<file path="src/common/sbba_pkg.sv">
// constants and types for the serial bus byte access engine
// Notes on behaviour
// - a read sets direction one; software polls busy until clear, then data is valid
// - the data register is the byte sent on writes and receives the read byte
// - the index register is sent as the byte address on reads and writes
// - the target device address comes from bits seven to one
// - direction bit zero requests a byte write, one a byte read
// - the direction bit is sent as the read/write bit after the address
// - data, index and address registers clear only on global reset
// - writing the address register sets busy; completion clears it with data present
// - a missing acknowledge sets a sticky error flag, cleared by writing one
// - short protocol select uses send/receive byte and omits the index byte
// - serial clock about 100 kHz, faster when the test bit is set
package sbba_pkg;
  localparam logic [7:0] OFS_DATA = 8'hb0;
  localparam logic [7:0] OFS_INDEX = 8'hb1;
  localparam logic [7:0] OFS_ADDR = 8'hb2;
  localparam logic [7:0] OFS_CTL = 8'hb3;
  localparam logic [7:0] RST_BYTE = 8'h00;
  localparam int BIT_PROT = 7;
  localparam int BIT_BUSY = 5;
  localparam int BIT_FAST = 2;
  localparam int BIT_ERR = 1;
  localparam int BIT_DIR = 0;
  localparam int unsigned CLK_HZ = 10000000;
  localparam int unsigned SCL_NORMAL_HZ = 100000;
  localparam int unsigned SCL_FAST_HZ = 400000;
  // four quarter phases per serial bit, rounded up so the clock never runs fast
  localparam logic [7:0] QTR_NORMAL = 8'((CLK_HZ + 4 * SCL_NORMAL_HZ - 1) / (4 * SCL_NORMAL_HZ));
  localparam logic [7:0] QTR_FAST = 8'((CLK_HZ + 4 * SCL_FAST_HZ - 1) / (4 * SCL_FAST_HZ));

  typedef enum logic [1:0] {
    CMD_START = 2'h0,
    CMD_STOP = 2'h1,
    CMD_WR = 2'h2,
    CMD_RD = 2'h3
  } sbba_bitcmd_e;

  typedef struct packed {
    logic wr;
    logic rd;
    logic [7:0] addr;
    logic [7:0] wdata;
  } sbba_cfg_req_s;
endpackage

</file>
<file path="src/verilog/sbba_bit_engine.sv">
// one serial bus bit, start or stop condition in four quarter phases
`timescale 1ns/100ps
`default_nettype none
module sbba_bit_engine (
  // clock and reset
  input wire logic clock_i,
  input wire logic reset_i,
  // command
  input wire logic go_i,
  input wire sbba_pkg::sbba_bitcmd_e cmd_i,
  input wire logic tx_bit_i,
  input wire logic fast_i,
  // synchronised pin levels
  input wire logic scl_sync_i,
  input wire logic sda_sync_i,
  // status
  output logic busy_o,
  output logic done_o,
  output logic rx_bit_o,
  // pin enables, low drives the line low
  output logic scl_oen_o,
  output logic sda_oen_o
);
  logic busy_q, busy_d, done_q, done_d, rx_q, rx_d, tx_q, tx_d;
  logic scl_oen_q, scl_oen_d, sda_oen_q, sda_oen_d;
  logic [1:0] ph_q, ph_d;
  logic [7:0] cnt_q, cnt_d, qtr;
  sbba_pkg::sbba_bitcmd_e cmd_q, cmd_d;
  logic [1:0] drv;

  // returns {scl_low, sda_low} for a phase
  function automatic logic [1:0] drive(sbba_pkg::sbba_bitcmd_e c, logic [1:0] p, logic t);
    logic sl;
    logic dl;
    sl = (p == 2'h0) || (p == 2'h3);
    dl = 1'b0;
    case (c)
      sbba_pkg::CMD_START: dl = p[1];
      sbba_pkg::CMD_STOP: begin
        sl = (p == 2'h0);
        dl = (p != 2'h3);
      end
      sbba_pkg::CMD_WR: dl = !t;
      default: dl = 1'b0;
    endcase
    return {sl, dl};
  endfunction

  always_comb begin
    qtr = fast_i ? sbba_pkg::QTR_FAST : sbba_pkg::QTR_NORMAL;
    busy_d = busy_q;
    done_d = 1'b0;
    rx_d = rx_q;
    tx_d = tx_q;
    cmd_d = cmd_q;
    ph_d = ph_q;
    cnt_d = cnt_q;
    drv = drive(cmd_q, ph_q, tx_q);
    scl_oen_d = busy_q ? !drv[1] : scl_oen_q;
    sda_oen_d = busy_q ? !drv[0] : sda_oen_q;
    if (!busy_q) begin
      if (go_i) begin
        busy_d = 1'b1;
        cmd_d = cmd_i;
        tx_d = tx_bit_i;
        ph_d = 2'h0;
        cnt_d = qtr;
      end
    end else if (!(scl_oen_q && !scl_sync_i)) begin
      // a target holding the clock low stretches the high phase
      if (cnt_q <= 8'h01) begin
        cnt_d = qtr;
        if (ph_q == 2'h2) begin
          rx_d = sda_sync_i;
        end
        if (ph_q == 2'h3) begin
          busy_d = 1'b0;
          done_d = 1'b1;
        end else begin
          ph_d = ph_q + 2'h1;
        end
      end else begin
        cnt_d = cnt_q - 8'h01;
      end
    end
  end

  always_ff @(posedge clock_i) begin
    if (reset_i) begin
      busy_q <= 1'b0;
      done_q <= 1'b0;
      rx_q <= 1'b0;
      tx_q <= 1'b0;
      cmd_q <= sbba_pkg::CMD_START;
      ph_q <= 2'h0;
      cnt_q <= 8'h00;
      scl_oen_q <= 1'b1;
      sda_oen_q <= 1'b1;
    end else begin
      busy_q <= busy_d;
      done_q <= done_d;
      rx_q <= rx_d;
      tx_q <= tx_d;
      cmd_q <= cmd_d;
      ph_q <= ph_d;
      cnt_q <= cnt_d;
      scl_oen_q <= scl_oen_d;
      sda_oen_q <= sda_oen_d;
    end
  end

  assign busy_o = busy_q;
  assign done_o = done_q;
  assign rx_bit_o = rx_q;
  assign scl_oen_o = scl_oen_q;
  assign sda_oen_o = sda_oen_q;
endmodule
`default_nettype wire

</file>
<file path="src/verilog/sbba_top.sv">
// register set and byte sequencer of the serial bus byte access engine
`timescale 1ns/100ps
`default_nettype none
module sbba_top (
  // clock and resets
  input wire logic clock_i,
  input wire logic reset_i,
  input wire logic global_reset_i,
  // configuration access
  input wire sbba_pkg::sbba_cfg_req_s cfg_req_i,
  output logic [7:0] cfg_rdata_o,
  // serial clock pin
  input wire logic scl_i,
  output logic scl_o,
  output logic scl_oen_o,
  // serial data pin
  input wire logic sda_i,
  output logic sda_o,
  output logic sda_oen_o
);
  typedef enum logic [2:0] {
    ST_IDLE = 3'h0,
    ST_START = 3'h1,
    ST_ADDR = 3'h2,
    ST_INDEX = 3'h3,
    ST_WDATA = 3'h4,
    ST_RDATA = 3'h5,
    ST_STOP = 3'h6
  } sbba_state_e;

  logic scl_meta_q, scl_sync_q, sda_meta_q, sda_sync_q;
  logic [7:0] data_q, data_d, index_q, index_d, addr_q, addr_d;
  logic prot_q, prot_d, fast_q, fast_d, err_q, err_d;
  logic busy_q, busy_d, second_q, second_d, dir_q, dir_d, go_q, go_d;
  logic [7:0] shift_q, shift_d, rdata_q, rdata_d;
  logic [3:0] bitcnt_q, bitcnt_d;
  sbba_state_e state_q, state_d;
  sbba_pkg::sbba_bitcmd_e cmd;
  logic tx_bit, eng_busy, eng_done, eng_rx, eng_reset, start_req, wr_bytes, err_set;

  assign eng_reset = reset_i | global_reset_i;

  sbba_bit_engine u_bit (
    .clock_i(clock_i),
    .reset_i(eng_reset),
    .go_i(go_q),
    .cmd_i(cmd),
    .tx_bit_i(tx_bit),
    .fast_i(fast_q),
    .scl_sync_i(scl_sync_q),
    .sda_sync_i(sda_sync_q),
    .busy_o(eng_busy),
    .done_o(eng_done),
    .rx_bit_o(eng_rx),
    .scl_oen_o(scl_oen_o),
    .sda_oen_o(sda_oen_o)
  );

  // byte phase: bits 0..7 then the acknowledge slot at count 8
  always_comb begin
    wr_bytes = (state_q == ST_ADDR) || (state_q == ST_INDEX) || (state_q == ST_WDATA);
    cmd = sbba_pkg::CMD_RD;
    tx_bit = 1'b1;
    if (state_q == ST_START) begin
      cmd = sbba_pkg::CMD_START;
    end else if (state_q == ST_STOP) begin
      cmd = sbba_pkg::CMD_STOP;
    end else if (wr_bytes) begin
      cmd = bitcnt_q[3] ? sbba_pkg::CMD_RD : sbba_pkg::CMD_WR;
      tx_bit = shift_q[7];
    end else if (bitcnt_q[3]) begin
      cmd = sbba_pkg::CMD_WR;
      tx_bit = 1'b1;
    end
  end

  always_comb begin
    start_req = cfg_req_i.wr && (cfg_req_i.addr == sbba_pkg::OFS_ADDR) && !busy_q;
    data_d = data_q;
    index_d = index_q;
    addr_d = addr_q;
    prot_d = prot_q;
    fast_d = fast_q;
    busy_d = busy_q;
    state_d = state_q;
    bitcnt_d = bitcnt_q;
    shift_d = shift_q;
    second_d = second_q;
    dir_d = dir_q;
    err_set = 1'b0;
    rdata_d = rdata_q;
    go_d = (state_q != ST_IDLE) && !eng_busy && !eng_done && !go_q;
    // host register writes other than the error clear are ignored while a request runs so the transfer stays coherent
    if (cfg_req_i.wr && !busy_q) begin
      if (cfg_req_i.addr == sbba_pkg::OFS_DATA) begin
        data_d = cfg_req_i.wdata;
      end else if (cfg_req_i.addr == sbba_pkg::OFS_INDEX) begin
        index_d = cfg_req_i.wdata;
      end else if (cfg_req_i.addr == sbba_pkg::OFS_ADDR) begin
        addr_d = cfg_req_i.wdata;
      end else if (cfg_req_i.addr == sbba_pkg::OFS_CTL) begin
        prot_d = cfg_req_i.wdata[sbba_pkg::BIT_PROT];
        fast_d = cfg_req_i.wdata[sbba_pkg::BIT_FAST];
      end
    end
    if (start_req) begin
      busy_d = 1'b1;
      state_d = ST_START;
      second_d = 1'b0;
    end
    if (eng_done) begin
      case (state_q)
        ST_START: begin
          state_d = ST_ADDR;
          bitcnt_d = 4'h0;
          // long reads send the address with write first, the read form after the restart
          dir_d = (prot_q || second_q) & addr_q[sbba_pkg::BIT_DIR];
          shift_d = {addr_q[7:1], (prot_q || second_q) & addr_q[sbba_pkg::BIT_DIR]};
        end
        ST_ADDR, ST_INDEX, ST_WDATA: begin
          if (!bitcnt_q[3]) begin
            shift_d = {shift_q[6:0], 1'b0};
            bitcnt_d = bitcnt_q + 4'h1;
          end else begin
            bitcnt_d = 4'h0;
            if (eng_rx) begin
              err_set = 1'b1;
              state_d = ST_STOP;
            end else if (state_q == ST_ADDR && dir_q) begin
              state_d = ST_RDATA;
            end else if (state_q == ST_ADDR && !prot_q) begin
              state_d = ST_INDEX;
              shift_d = index_q;
            end else if (state_q == ST_WDATA) begin
              state_d = ST_STOP;
            end else if (addr_q[sbba_pkg::BIT_DIR]) begin
              state_d = ST_START;
              second_d = 1'b1;
            end else begin
              state_d = ST_WDATA;
              shift_d = data_q;
            end
          end
        end
        ST_RDATA: begin
          if (!bitcnt_q[3]) begin
            shift_d = {shift_q[6:0], eng_rx};
            bitcnt_d = bitcnt_q + 4'h1;
            if (bitcnt_q == 4'h7) begin
              data_d = {shift_q[6:0], eng_rx};
            end
          end else begin
            state_d = ST_STOP;
          end
        end
        ST_STOP: begin
          state_d = ST_IDLE;
          busy_d = 1'b0;
        end
        default: state_d = ST_IDLE;
      endcase
    end
    // a new error wins over a clear in the same cycle
    err_d = err_q;
    if (cfg_req_i.wr && cfg_req_i.addr == sbba_pkg::OFS_CTL && cfg_req_i.wdata[sbba_pkg::BIT_ERR]) begin
      err_d = 1'b0;
    end
    if (err_set) begin
      err_d = 1'b1;
    end
    if (cfg_req_i.rd) begin
      if (cfg_req_i.addr == sbba_pkg::OFS_DATA) begin
        rdata_d = data_q;
      end else if (cfg_req_i.addr == sbba_pkg::OFS_INDEX) begin
        rdata_d = index_q;
      end else if (cfg_req_i.addr == sbba_pkg::OFS_ADDR) begin
        rdata_d = addr_q;
      end else if (cfg_req_i.addr == sbba_pkg::OFS_CTL) begin
        rdata_d = 8'h00;
        rdata_d[sbba_pkg::BIT_PROT] = prot_q;
        rdata_d[sbba_pkg::BIT_BUSY] = busy_q;
        rdata_d[sbba_pkg::BIT_FAST] = fast_q;
        rdata_d[sbba_pkg::BIT_ERR] = err_q;
      end else begin
        rdata_d = 8'h00;
      end
    end
  end

  // register contents survive the host reset
  always_ff @(posedge clock_i) begin
    if (global_reset_i) begin
      data_q <= sbba_pkg::RST_BYTE;
      index_q <= sbba_pkg::RST_BYTE;
      addr_q <= sbba_pkg::RST_BYTE;
      prot_q <= 1'b0;
      fast_q <= 1'b0;
      err_q <= 1'b0;
    end else begin
      data_q <= data_d;
      index_q <= index_d;
      addr_q <= addr_d;
      prot_q <= prot_d;
      fast_q <= fast_d;
      err_q <= err_d;
    end
  end

  always_ff @(posedge clock_i) begin
    if (eng_reset) begin
      busy_q <= 1'b0;
      state_q <= ST_IDLE;
      bitcnt_q <= 4'h0;
      shift_q <= 8'h00;
      second_q <= 1'b0;
      dir_q <= 1'b0;
      go_q <= 1'b0;
      rdata_q <= 8'h00;
      scl_meta_q <= 1'b1;
      scl_sync_q <= 1'b1;
      sda_meta_q <= 1'b1;
      sda_sync_q <= 1'b1;
      scl_o <= 1'b0;
      sda_o <= 1'b0;
    end else begin
      busy_q <= busy_d;
      state_q <= state_d;
      bitcnt_q <= bitcnt_d;
      shift_q <= shift_d;
      second_q <= second_d;
      dir_q <= dir_d;
      go_q <= go_d;
      rdata_q <= rdata_d;
      scl_meta_q <= scl_i;
      scl_sync_q <= scl_meta_q;
      sda_meta_q <= sda_i;
      sda_sync_q <= sda_meta_q;
      scl_o <= 1'b0;
      sda_o <= 1'b0;
    end
  end

  assign cfg_rdata_o = rdata_q;
endmodule
`default_nettype wire

</file>
<file path="config.mk">
export PLATFORM = sky130hd
export DESIGN_NAME = sbba_top
export DESIGN_NICKNAME = d
export VERILOG_FILES = /design/src/common/sbba_pkg.sv /design/src/verilog/sbba_bit_engine.sv /design/src/verilog/sbba_top.sv
export SDC_FILE = /design/constraint.sdc
export NUM_CORES = 1
export LEC_CHECK = 0
export ABC_AREA = 0
export BUFFER_PORTS_ARGS = -buffer_cell sky130_fd_sc_hd__clkbuf_2
export CORE_UTILIZATION = 55
export CTS_BUF_LIST = sky130_fd_sc_hd__clkbuf_16
export DETAILED_ROUTE_END_ITERATION = 10
export PLACE_DENSITY = 0.84
export SLEW_MARGIN = 20
export SYNTH_ARGS = -nofsm -noshare
export SYNTH_HDL_FRONTEND = slang
export SYNTH_SLANG_ARGS = --single-unit
export TNS_END_PERCENT = 5
</file>
<file path="constraint.sdc">
create_clock -name clock_i -period 4.73 [get_ports clock_i]
set_clock_uncertainty 0.2 [all_clocks]
set_input_delay 0.7095 -clock clock_i [delete_from_list [all_inputs] [get_ports clock_i]]
set_output_delay 0.7095 -clock clock_i [all_outputs]
set_load 0.03 [all_outputs]
</file>
==> run_results.csv, run 1 <==
group,metric,value,unit
synthesis,synth-seq-cells,76,
synthesis,syn_area_per_cell,8.72,um^2
worst_setup_path,critPathKind,"reg2reg",
pwr,pwr-share-seq,43.8,%
worst_setup_path,cp_max_fo,15,
route,via_per_inst,6.35,
pwr,p_switching,0.297,mW
synthesis,netlist_instances,434,
synthesis,synth_area,0.00378,mm^2
route,firstDrtPassIters,8,
die,io_pins,35,
clock_network,h-tree-depth,3,
pwr,power,1.46,mW
timing,rsz0062_at_grt,"false",
worst_hold_path,worstHoldPathCells,1,
route,drtAntennaViolNets,0,
synthesis,synth-edff-count,0,
timing,min_period,2.91,ns
die,dieWidth,84.9,um
pwr,swShare,20.3,%
clock_network,clk_pin_slew_worst_paths,0.06,ns
pwr,ir_drop,0.254,mV
synthesis,yosysUniqueCellTypes,54,
global_routing,grt_pass1_wl,15100,um
route,drc,1,
place,globalplace.congestion,0.863,
clock_network,ctsResizeCount,0,
finish,diodes,0,
finish,area_growth,13.3,%
place,dpl_worst_slack,1.82,ns
route,routed_wl,9240,um
route,vias,3391,
clock_network,clock_latency,0.33,ns
global_routing,grt_antenna_before_repair,0,
clock_network,cts_setup_buffers,0,
timing,relSlewSlack,22.8,%
place,hpwlAfterDp,6270,um
worst_setup_path,critPathSlowestCell,"dfxtp_1",
timing,setup_tns,0,ns
clock_network,cts_made_buffers,9,
timing,period_share,61.5,%
worst_setup_path,end_kind,"flip-flop",
die,initial_core_util,58.3,%
global_routing,overflow,0,
worst_hold_path,hp-class,"reg2reg",
worst_setup_path,startpoint_type,"flip-flop",
pwr,power_frac_comb,2.7,%
timing,slew_violations,0,
finish,fin_nets,482,
global_routing,grt_pass1_vias,3134,
synthesis,ys.flop_type,"dfxtp_1",
worst_setup_path,cp_top_family,"simple AND/OR/NAND/NOR gates",
timing,hold_violations,0,
worst_setup_path,arrival,2.96,ns
global_routing,grt_util_all_layers,26.5,%
timing,layout_setup_ws,1.82,ns
finish,drive_gt1_share,13.6,%
synthesis,synthArstFlopShare,0,%
clock_network,cts.path.max_buffers,2,
die,fp-row-count,29,
place,portBuffers,32,
timing,worst_pin_slew,1.15,ns
timing,setup_viol,0,
worst_setup_path,path_cells,"nor2b_1, or2_2, ha_1, and2_1, a211oi_1, nand2_1, o2bb2ai_1",
worst_setup_path,cp.buffers_inverters,0,
global_routing,grt_start_max_net_pins,34,
worst_setup_path,path_depth,7,
pwr,intPower,1.17,mW
pwr,clkPwrFrac,53.4,%
run_status,failed_checks,"design-rule violations",
flow_run,drv_cap,0,
clock_network,root_buffer,"clkbuf_16",
run_status,outcome,"finished with violations",
synthesis,ys_seq_area_share,40.2,%
timing,fmax,344,MHz
route,wl_per_cell,17.3,um
die,die-area,0.00721,mm^2
clock_network,cts_hold_buf,0,
pwr,powerDensity,342,mW/mm^2
clock_network,cts_sinks,76,
worst_setup_path,cp.required,4.78,ns
worst_setup_path,r2r_cells,7,
die,die_h,84.9,um
clock_network,cts_tree,"yes",
die,core_area,0.00649,mm^2
synthesis,ys_warn_count,0,
worst_setup_path,slowest_delay,0.66,ns
pwr,leakagePower,1.76,nW
route,drt_iter0_drc,323,
[area by class of cell]
type / count / area (um^2)
clock inverter: 7 / 116
timing repair buffer: 33 / 168
inverter: 13 / 48.8
clock buffer: 9 / 225
sequential: 76 / 1520
tap: 77 / 96.3
multi-input combinational: 319 / 2110
fill: 493 / 2210
[state kept, by name, summed over array words and instances (netlist names), 2 cells and up]
signal and count:
addr_q 8, bitcnt_q 4, cfg_rdata_o 8, data_q 8, index_q 8, shift_q 8, state_q 3, u_bit.cmd_q 2
u_bit.cnt_q 8, u_bit.ph_q 2
[path summary, 6_finish.rpt]
kind	start	end	slack [ns]
max	state_q[2]$_SDFF_PP0_	shift_q[6]$_SDFFE_PP0P_	1.82
min	scl_meta_q$_SDFF_PP1_	scl_sync_q$_SDFF_PP1_	0.21
max reg2reg	state_q[2]$_SDFF_PP0_	shift_q[6]$_SDFFE_PP0P_	1.82
min reg2reg	scl_meta_q$_SDFF_PP1_	scl_sync_q$_SDFF_PP1_	0.21
[placed cells by master, fill, tap and decap left out, types with 2 or more instances in the layout]
master | Yosys | final
nor3_1 | 8 | 8
a211oi_1 | 11 | 11
nand2_1 | 20 | 20
o211ai_1 | 3 | 3
a31o_2 | 2 | 2
or4_1 | 5 | 5
a21o_1 | 2 | 2
and3_1 | 4 | 4
o31ai_1 | 3 | 3
nand3b_1 | 2 | 2
o2bb2ai_1 | 8 | 8
dfxtp_1 | 76 | 76
or2_2 | 4 | 4
a21oi_1 | 30 | 30
a22oi_1 | 2 | 2
a31oi_1 | 3 | 3
and2_1 | 3 | 3
or3_1 | 6 | 6
bufinv_16 | 0 | 3
clkbuf_2 | 0 | 32
clkbuf_16 | 0 | 9
inv_1 | 13 | 14
nand2b_1 | 5 | 5
conb_1 | 1 | 2
o21ai_0 | 20 | 20
nand4_1 | 4 | 4
a311o_1 | 2 | 2
nor2_1 | 63 | 63
o221ai_1 | 3 | 3
nor2b_1 | 17 | 17
ha_1 | 7 | 7
clkinvlp_4 | 0 | 3
a311oi_1 | 2 | 2
a221oi_1 | 7 | 7
nor4_1 | 2 | 2
nand3_1 | 8 | 8
mux2i_1 | 40 | 40
mux4_2 | 4 | 4
[per-stage QoR]
| step | instances | hold WS (ns) | instance area (um^2) | util (%) |
|---|---|---|---|---|
| 2_1_floorplan | 435 | 0.184 | 3790 | - |
| 3_3_place_gp | 518 | 0.189 | 3940 | 60.7 |
| 3_5_place_dp | 518 | 0.189 | 3940 | 60.7 |
| 4_1_cts | 534 | 0.204 | 4290 | 66.0 |
| 5_1_grt | 534 | 0.220 | 4290 | 66.0 |
| 6_report | 534 | 0.205 | 4290 | 66.0 |
[Yosys cell counts, drive strengths merged (2+ instances only)]
| cell | number | share of area (%) |
|---|---|---|
| o2bb2ai | 8 | 1.9 |
| dfxtp | 76 | 40 |
| and3 | 4 | 0.66 |
| nor2 | 63 | 6.3 |
| o221ai | 3 | 0.69 |
| a22oi | 2 | 0.40 |
| nor4b | 2 | 0.46 |
| a311oi | 2 | 0.46 |
| or4 | 6 | 1.3 |
| clkbuf | 17 | 1.7 |
| a31oi | 3 | 0.50 |
| a21o | 2 | 0.40 |
| a311o | 2 | 0.53 |
| nor2b | 17 | 2.8 |
| and2 | 3 | 0.50 |
| a21oi | 30 | 4.0 |
| a211oi | 11 | 2.2 |
| nor4 | 2 | 0.33 |
| ha | 7 | 2.3 |
| a31o | 2 | 0.46 |
| mux4 | 4 | 2.4 |
| o21ai | 21 | 2.8 |
| or3 | 6 | 0.99 |
| nand3b | 2 | 0.40 |
| a221oi | 7 | 1.6 |
| nor3 | 8 | 1.1 |
| o211ai | 3 | 0.60 |
| or2 | 4 | 0.66 |
| buf | 10 | 1.3 |
| o31ai | 3 | 0.60 |
| nand4 | 4 | 0.66 |
| mux2i | 40 | 11 |
| nand2b | 5 | 0.83 |
| nand3 | 8 | 1.1 |
| inv | 13 | 1.3 |
| nand2 | 20 | 2.0 |
[logic make-up after synthesis]
kind of cell / after synthesis / synth area share, %
xor gates and xnor gates: 1 / 0.430
other: 1 / 0.0991
AOI/OAI and AO/OA: 109 / 19.3
buffers and inverters: 40 / 4.30
DFF: 76 / 40.2
and+or+nand+nor: 156 / 20.4
adders and majority gates: 7 / 2.31
muxes: 44 / 13.0
[power by group through the flow]
| stage | sequential (mW) | combinational [mW] | clock (mW) |
|---|---|---|---|
| 6_report | 0.642 | 0.0398 | 0.782 |
| 5_1_grt | 0.642 | 0.0431 | 0.810 |
| 3_3_place_gp | 0.656 | 0.0377 | 0 |
| 2_1_floorplan | 0.656 | 0.0222 | 0 |
| 4_1_cts | 0.642 | 0.0393 | 0.788 |
| 3_5_place_dp | 0.656 | 0.0393 | 0 |
[per-layer routing]
layer	wire (um)	track usage, %	part of all wire [%]
met1	4040	34.4	44
met2	4500	43.3	49
met3	454	3.89	4.9
met4	251	12.8	2.7
met5	0	0	0
Power figures use the tool's default switching activity.
==> run 2: changes to the inputs <==
clock period = 3 ns   (was 4.73 ns; I/O delays follow)
==> run_results.csv, run 2 (synthesis gave the netlist of run 1 again) <==
group,metric,value,unit
timing,slew_violations,0,
pwr,ir_drop,0.362,mV
clock_network,cts_setup_buffers,0,
die,dieWidth,84.9,um
die,die_h,84.9,um
worst_hold_path,hp-class,"in2reg",
worst_setup_path,end_kind,"flip-flop",
flow_run,drv_cap,0,
clock_network,clock_latency,0.34,ns
global_routing,grt_start_max_net_pins,33,
route,vias,3428,
global_routing,grt_util_all_layers,27.6,%
worst_hold_path,worstHoldPathCells,2,
global_routing,grt_pass1_wl,15700,um
clock_network,ctsResizeCount,0,
place,dpl_worst_slack,0.260,ns
global_routing,grt_antenna_before_repair,0,
clock_network,cts_tree,"yes",
worst_setup_path,path_cells,"nor2b_1, or2_2, ha_1, and2_1, a211oi_1, nand2_1, o2bb2ai_1",
clock_network,clk_pin_slew_worst_paths,0.06,ns
timing,fmax,353,MHz
route,drtAntennaViolNets,0,
clock_network,h-tree-depth,3,
place,hpwlAfterDp,6300,um
die,die-area,0.00721,mm^2
finish,final_common_cell,"dfxtp_1",
timing,worst_pin_slew,0.717,ns
worst_setup_path,r2r_cells,7,
worst_setup_path,startpoint_type,"flip-flop",
timing,setup_tns,0,ns
worst_setup_path,cp.buffers_inverters,0,
timing,setup_viol,0,
pwr,leakagePower,1.77,nW
clock_network,cts_made_buffers,9,
worst_setup_path,cp_max_fo,15,
route,drc,1,
place,globalplace.congestion,0.914,
clock_network,root_buffer,"clkbuf_16",
route,wl_per_cell,17.3,um
clock_network,cts_sinks,76,
global_routing,overflow,0,
worst_setup_path,path_depth,7,
finish,drive_gt1_share,15.3,%
finish,area_growth,13.8,%
worst_setup_path,critPathKind,"reg2reg",
worst_setup_path,cp.required,3.05,ns
timing,period_share,94.5,%
place,portBuffers,32,
pwr,powerDensity,503,mW/mm^2
route,drt_iter0_drc,391,
route,firstDrtPassIters,8,
route,routed_wl,9390,um
worst_setup_path,slowest_delay,0.64,ns
die,io_pins,35,
clock_network,cts.path.max_buffers,2,
worst_setup_path,critPathSlowestCell,"dfxtp_1",
timing,relSlewSlack,51.9,%
clock_network,cts_hold_buf,0,
finish,regArea,0.00152,mm^2
finish,diodes,0,
die,initial_core_util,58.3,%
finish,finalCoreUtilization,66.3,%
finish,fin_nets,490,
finish,layout_common_cells,"76 x dfxtp_1, 63 x nor2_1, 40 x mux2i_1",
die,core_area,0.00649,mm^2
finish,multi_input_area,0.00211,mm^2
timing,layout_setup_ws,0.164,ns
worst_setup_path,arrival,2.89,ns
global_routing,grt_pass1_vias,3203,
worst_setup_path,cp_top_family,"simple AND/OR/NAND/NOR gates",
die,fp-row-count,29,
timing,rsz0062_at_grt,"false",
timing,hold_violations,0,
run_status,outcome,"finished with violations",
timing,min_period,2.84,ns
finish,n_fill_cell,488,
run_status,failed_checks,"design-rule violations",
route,via_per_inst,6.32,
[run 2: layout make-up]
cell class              count  area share, %
clock buffers               9           5.23
flip-flops and latches     76           35.3
repair buffers             41           5.29
inverters                  13           1.13
well taps                  77           2.24
multi-input cells         319           49.0
clock inverters             7           1.74
[run 2: worst paths after layout]
kind / slack (ns) / startpoint / to
hold / removal: 0.09 / scl_i / scl_meta_q$_SDFF_PP1_
setup reg to reg: 0.16 / state_q[2]$_SDFF_PP0_ / shift_q[4]$_SDFFE_PP0P_
setup / recovery: 0.16 / state_q[2]$_SDFF_PP0_ / shift_q[4]$_SDFFE_PP0P_
hold reg to reg: 0.21 / scl_meta_q$_SDFF_PP1_ / scl_sync_q$_SDFF_PP1_
[run 2: routing by layer]
layer  up-vias  track usage, %  routed length, um
li1       1635               -                  -
met1      1590            35.0               3950
met2       176            46.8               4490
met3        27            4.57                705
met4         0            10.9                242
met5         -               0                  0
[run 2: report_power, final]
part | internal, mW | switching, mW
clock | 0.646 | 0.439
combinational | 0.0230 | 0.0446
sequential | 1.01 | 0.000820
total | 1.68 | 0.484
[run 2: through the flow]
| step | instances | hold WS, ns | total power, mW | instance area (um^2) |
|---|---|---|---|---|
| final | 542 | 0.0903 | 2.16 | 4300 |
| after global routing | 542 | 0.0900 | 2.22 | 4300 |
| after CTS | 542 | 0.0912 | 2.17 | 4300 |
| after detailed placement | 526 | 0.197 | 1.10 | 4000 |
| after global placement | 526 | 0.188 | 1.10 | 4000 |
| after floorplan | 435 | 0.184 | 1.07 | 3790 |
[run 2: worst register-to-register path, cell delays in order, from the launching register on]
cell and delay (ns):
dfxtp_1 0.64, nor2b_1 0.21, or2_2 0.34, ha_1 0.19
and2_1 0.15, a211oi_1 0.48, nand2_1 0.31, o2bb2ai_1 0.24
==> run 3: changes to the inputs <==
CELL_PAD_IN_SITES_DETAIL_PLACEMENT = 0   (was unset)
CELL_PAD_IN_SITES_GLOBAL_PLACEMENT = 1   (was unset)
CORE_UTILIZATION = 45   (was 55)
PLACE_DENSITY = 0.88   (was 0.84)
SETUP_SLACK_MARGIN = 0.5   (was unset)
==> run_results.csv, run 3 (synthesis gave the netlist of run 1 again) <==
group,metric,value,unit
worst_setup_path,arrival,2.29,ns
pwr,p_switching,0.470,mW
global_routing,overflow,0,
pwr,power_frac_comb,2.9,%
finish,final_common_cell,"dfxtp_1",
timing,min_period,2.28,ns
pwr,leakagePower,1.80,nW
route,wl_per_cell,15.8,um
route,drc,0,
clock_network,cts_made_buffers,9,
clock_network,cts_setup_buffers,0,
route,vias,3325,
route,drtAntennaViolNets,0,
die,fp-row-count,33,
timing,slew_violations,0,
global_routing,use_met2,34.6,%
finish,finalCoreUtilization,53.4,%
global_routing,grt_antenna_before_repair,0,
die,io_pins,35,
clock_network,cts_hold_buf,0,
worst_setup_path,critPathSlowestCell,"xnor2_2",
place,portBuffers,32,
timing,relSlewSlack,34.7,%
global_routing,grt_use_met3,3.64,%
global_routing,grt_util_all_layers,22.2,%
timing,fmax,439,MHz
finish,regArea,0.00152,mm^2
timing,hold_violations,0,
route,routed_wl,9040,um
timing,holdWs,0.103,ns
clock_network,root_buffer,"clkbuf_16",
clock_network,clk_pin_slew_worst_paths,0.06,ns
run_status,outcome,"finished clean",
pwr,swShare,21.1,%
finish,stdcell_count,571,
global_routing,use_met1,29.4,%
worst_setup_path,cp_max_fo,13,
die,dieWidth,93.7,um
worst_setup_path,path_cells,"buf_4, xnor2_2, or2_2, o21ai_1, a221oi_1, o2bb2ai_1",
global_routing,grt_start_max_net_pins,33,
clock_network,h-tree-depth,3,
finish,n_fill_cell,773,
route,drt_iter0_drc,157,
clock_network,ctsResizeCount,1,
route,firstDrtPassIters,5,
die,core_area,0.00818,mm^2
timing,setup_tns,0,ns
timing,period_share,76.0,%
place,hpwlAfterDp,6270,um
timing,setup_viol,0,
timing,rsz0062_at_grt,"false",
finish,drive_gt1_share,15.7,%
finish,multi_input_area,0.00211,mm^2
finish,diodes,0,
die,die_h,93.7,um
place,place_inst,555,
worst_setup_path,startpoint_type,"flip-flop",
clock_network,cts_tree,"yes",
clock_network,clock_latency,0.33,ns
global_routing,grt_pass1_vias,3067,
worst_setup_path,cp_top_family,"compound AO/OA/AOI/OAI gates",
pwr,clkPwrFrac,51.7,%
worst_setup_path,critPathKind,"reg2reg",
flow_run,drv_cap,0,
worst_setup_path,cp.buffers_inverters,1,
route,via_per_inst,5.82,
die,initial_core_util,46.3,%
place,placed_area,0.00405,mm^2
finish,fin_nets,491,
pwr,ir_drop,0.292,mV
pwr,pwr-share-seq,45.4,%
clock_network,cts_sinks,76,
global_routing,grt_pass1_wl,15100,um
place,globalplace.congestion,0.884,
pwr,intPower,1.76,mW
pwr,powerDensity,510,mW/mm^2
worst_hold_path,hp-class,"in2reg",
clock_network,cts.path.max_buffers,2,
worst_setup_path,slowest_delay,0.45,ns
finish,area_growth,15.4,%
timing,worst_pin_slew,0.969,ns
worst_setup_path,cp.required,3.01,ns
finish,final_cell_area,0.00437,mm^2
worst_setup_path,end_kind,"flip-flop",
die,die-area,0.00878,mm^2
global_routing,globalRoute.busiestLayer,"met2",
finish,layout_common_cells,"75 x dfxtp_1, 63 x nor2_1, 40 x mux2i_1",
## run 3: cell types whose count changed in the layout (fill, tap and decap cells not counted), sizes merged
cell / previous run / this run
buf: 9 / 10
bufinv: 1 / 2
clkinv: 2 / 3
clkinvlp: 3 / 1
## run 3: area by class of cell
type	instances	area share, %
clock buffers	9	5.16
clock inverters	7	2.06
inverters	13	1.12
multi-input cells	319	48.4
flip-flops and latches	76	34.9
well taps	105	3.01
repair buffers	42	5.39
## run 3: per-stage QoR
stage	total power, mW	setup slack [ns]
4_1_cts	2.25	0.585
3_3_place_gp	1.10	0.510
3_5_place_dp	1.10	0.428
2_1_floorplan	1.07	0.854
5_1_grt	2.30	0.518
6_report	2.23	0.721
## run 3: per-layer routing
metal  vias up  wire, um
met5         -         0
met4         0       261
met2        85      4240
met1      1586      4170
li1       1637         -
met3        17       368
## run 3: final timing paths
check | start | endpoint | slack, ns | cells after the start
worst max-delay path | state_q[2]$_SDFF_PP0_ | shift_q[7]$_SDFFE_PP0P_ | 0.72 | 6
worst min-delay path | scl_i | scl_meta_q$_SDFF_PP1_ | 0.10 | 2
worst max register to register | state_q[2]$_SDFF_PP0_ | shift_q[7]$_SDFFE_PP0P_ | 0.72 | 6
worst min register to register | sda_meta_q$_SDFF_PP1_ | sda_sync_q$_SDFF_PP1_ | 0.21 | 1
## run 3: power groups by stage
| stage | sequential (mW) | clock (mW) | combinational, mW |
|---|---|---|---|
| 4_1_cts | 1.01 | 1.17 | 0.0663 |
| 2_1_floorplan | 1.03 | 0 | 0.0350 |
| 5_1_grt | 1.01 | 1.21 | 0.0718 |
| 6_report | 1.01 | 1.15 | 0.0656 |
| 3_3_place_gp | 1.03 | 0 | 0.0650 |
| 3_5_place_dp | 1.03 | 0 | 0.0661 |
## run 3: worst register-to-register path, delay by kind of cell, from the launching register on
family / cells / cell delay, ns
buffers and inverters: 1 / 0.18
AOI/OAI and AO/OA: 3 / 0.72
DFF: 1 / 0.32
xor gates and xnor gates: 1 / 0.45
and+or+nand+nor: 1 / 0.29
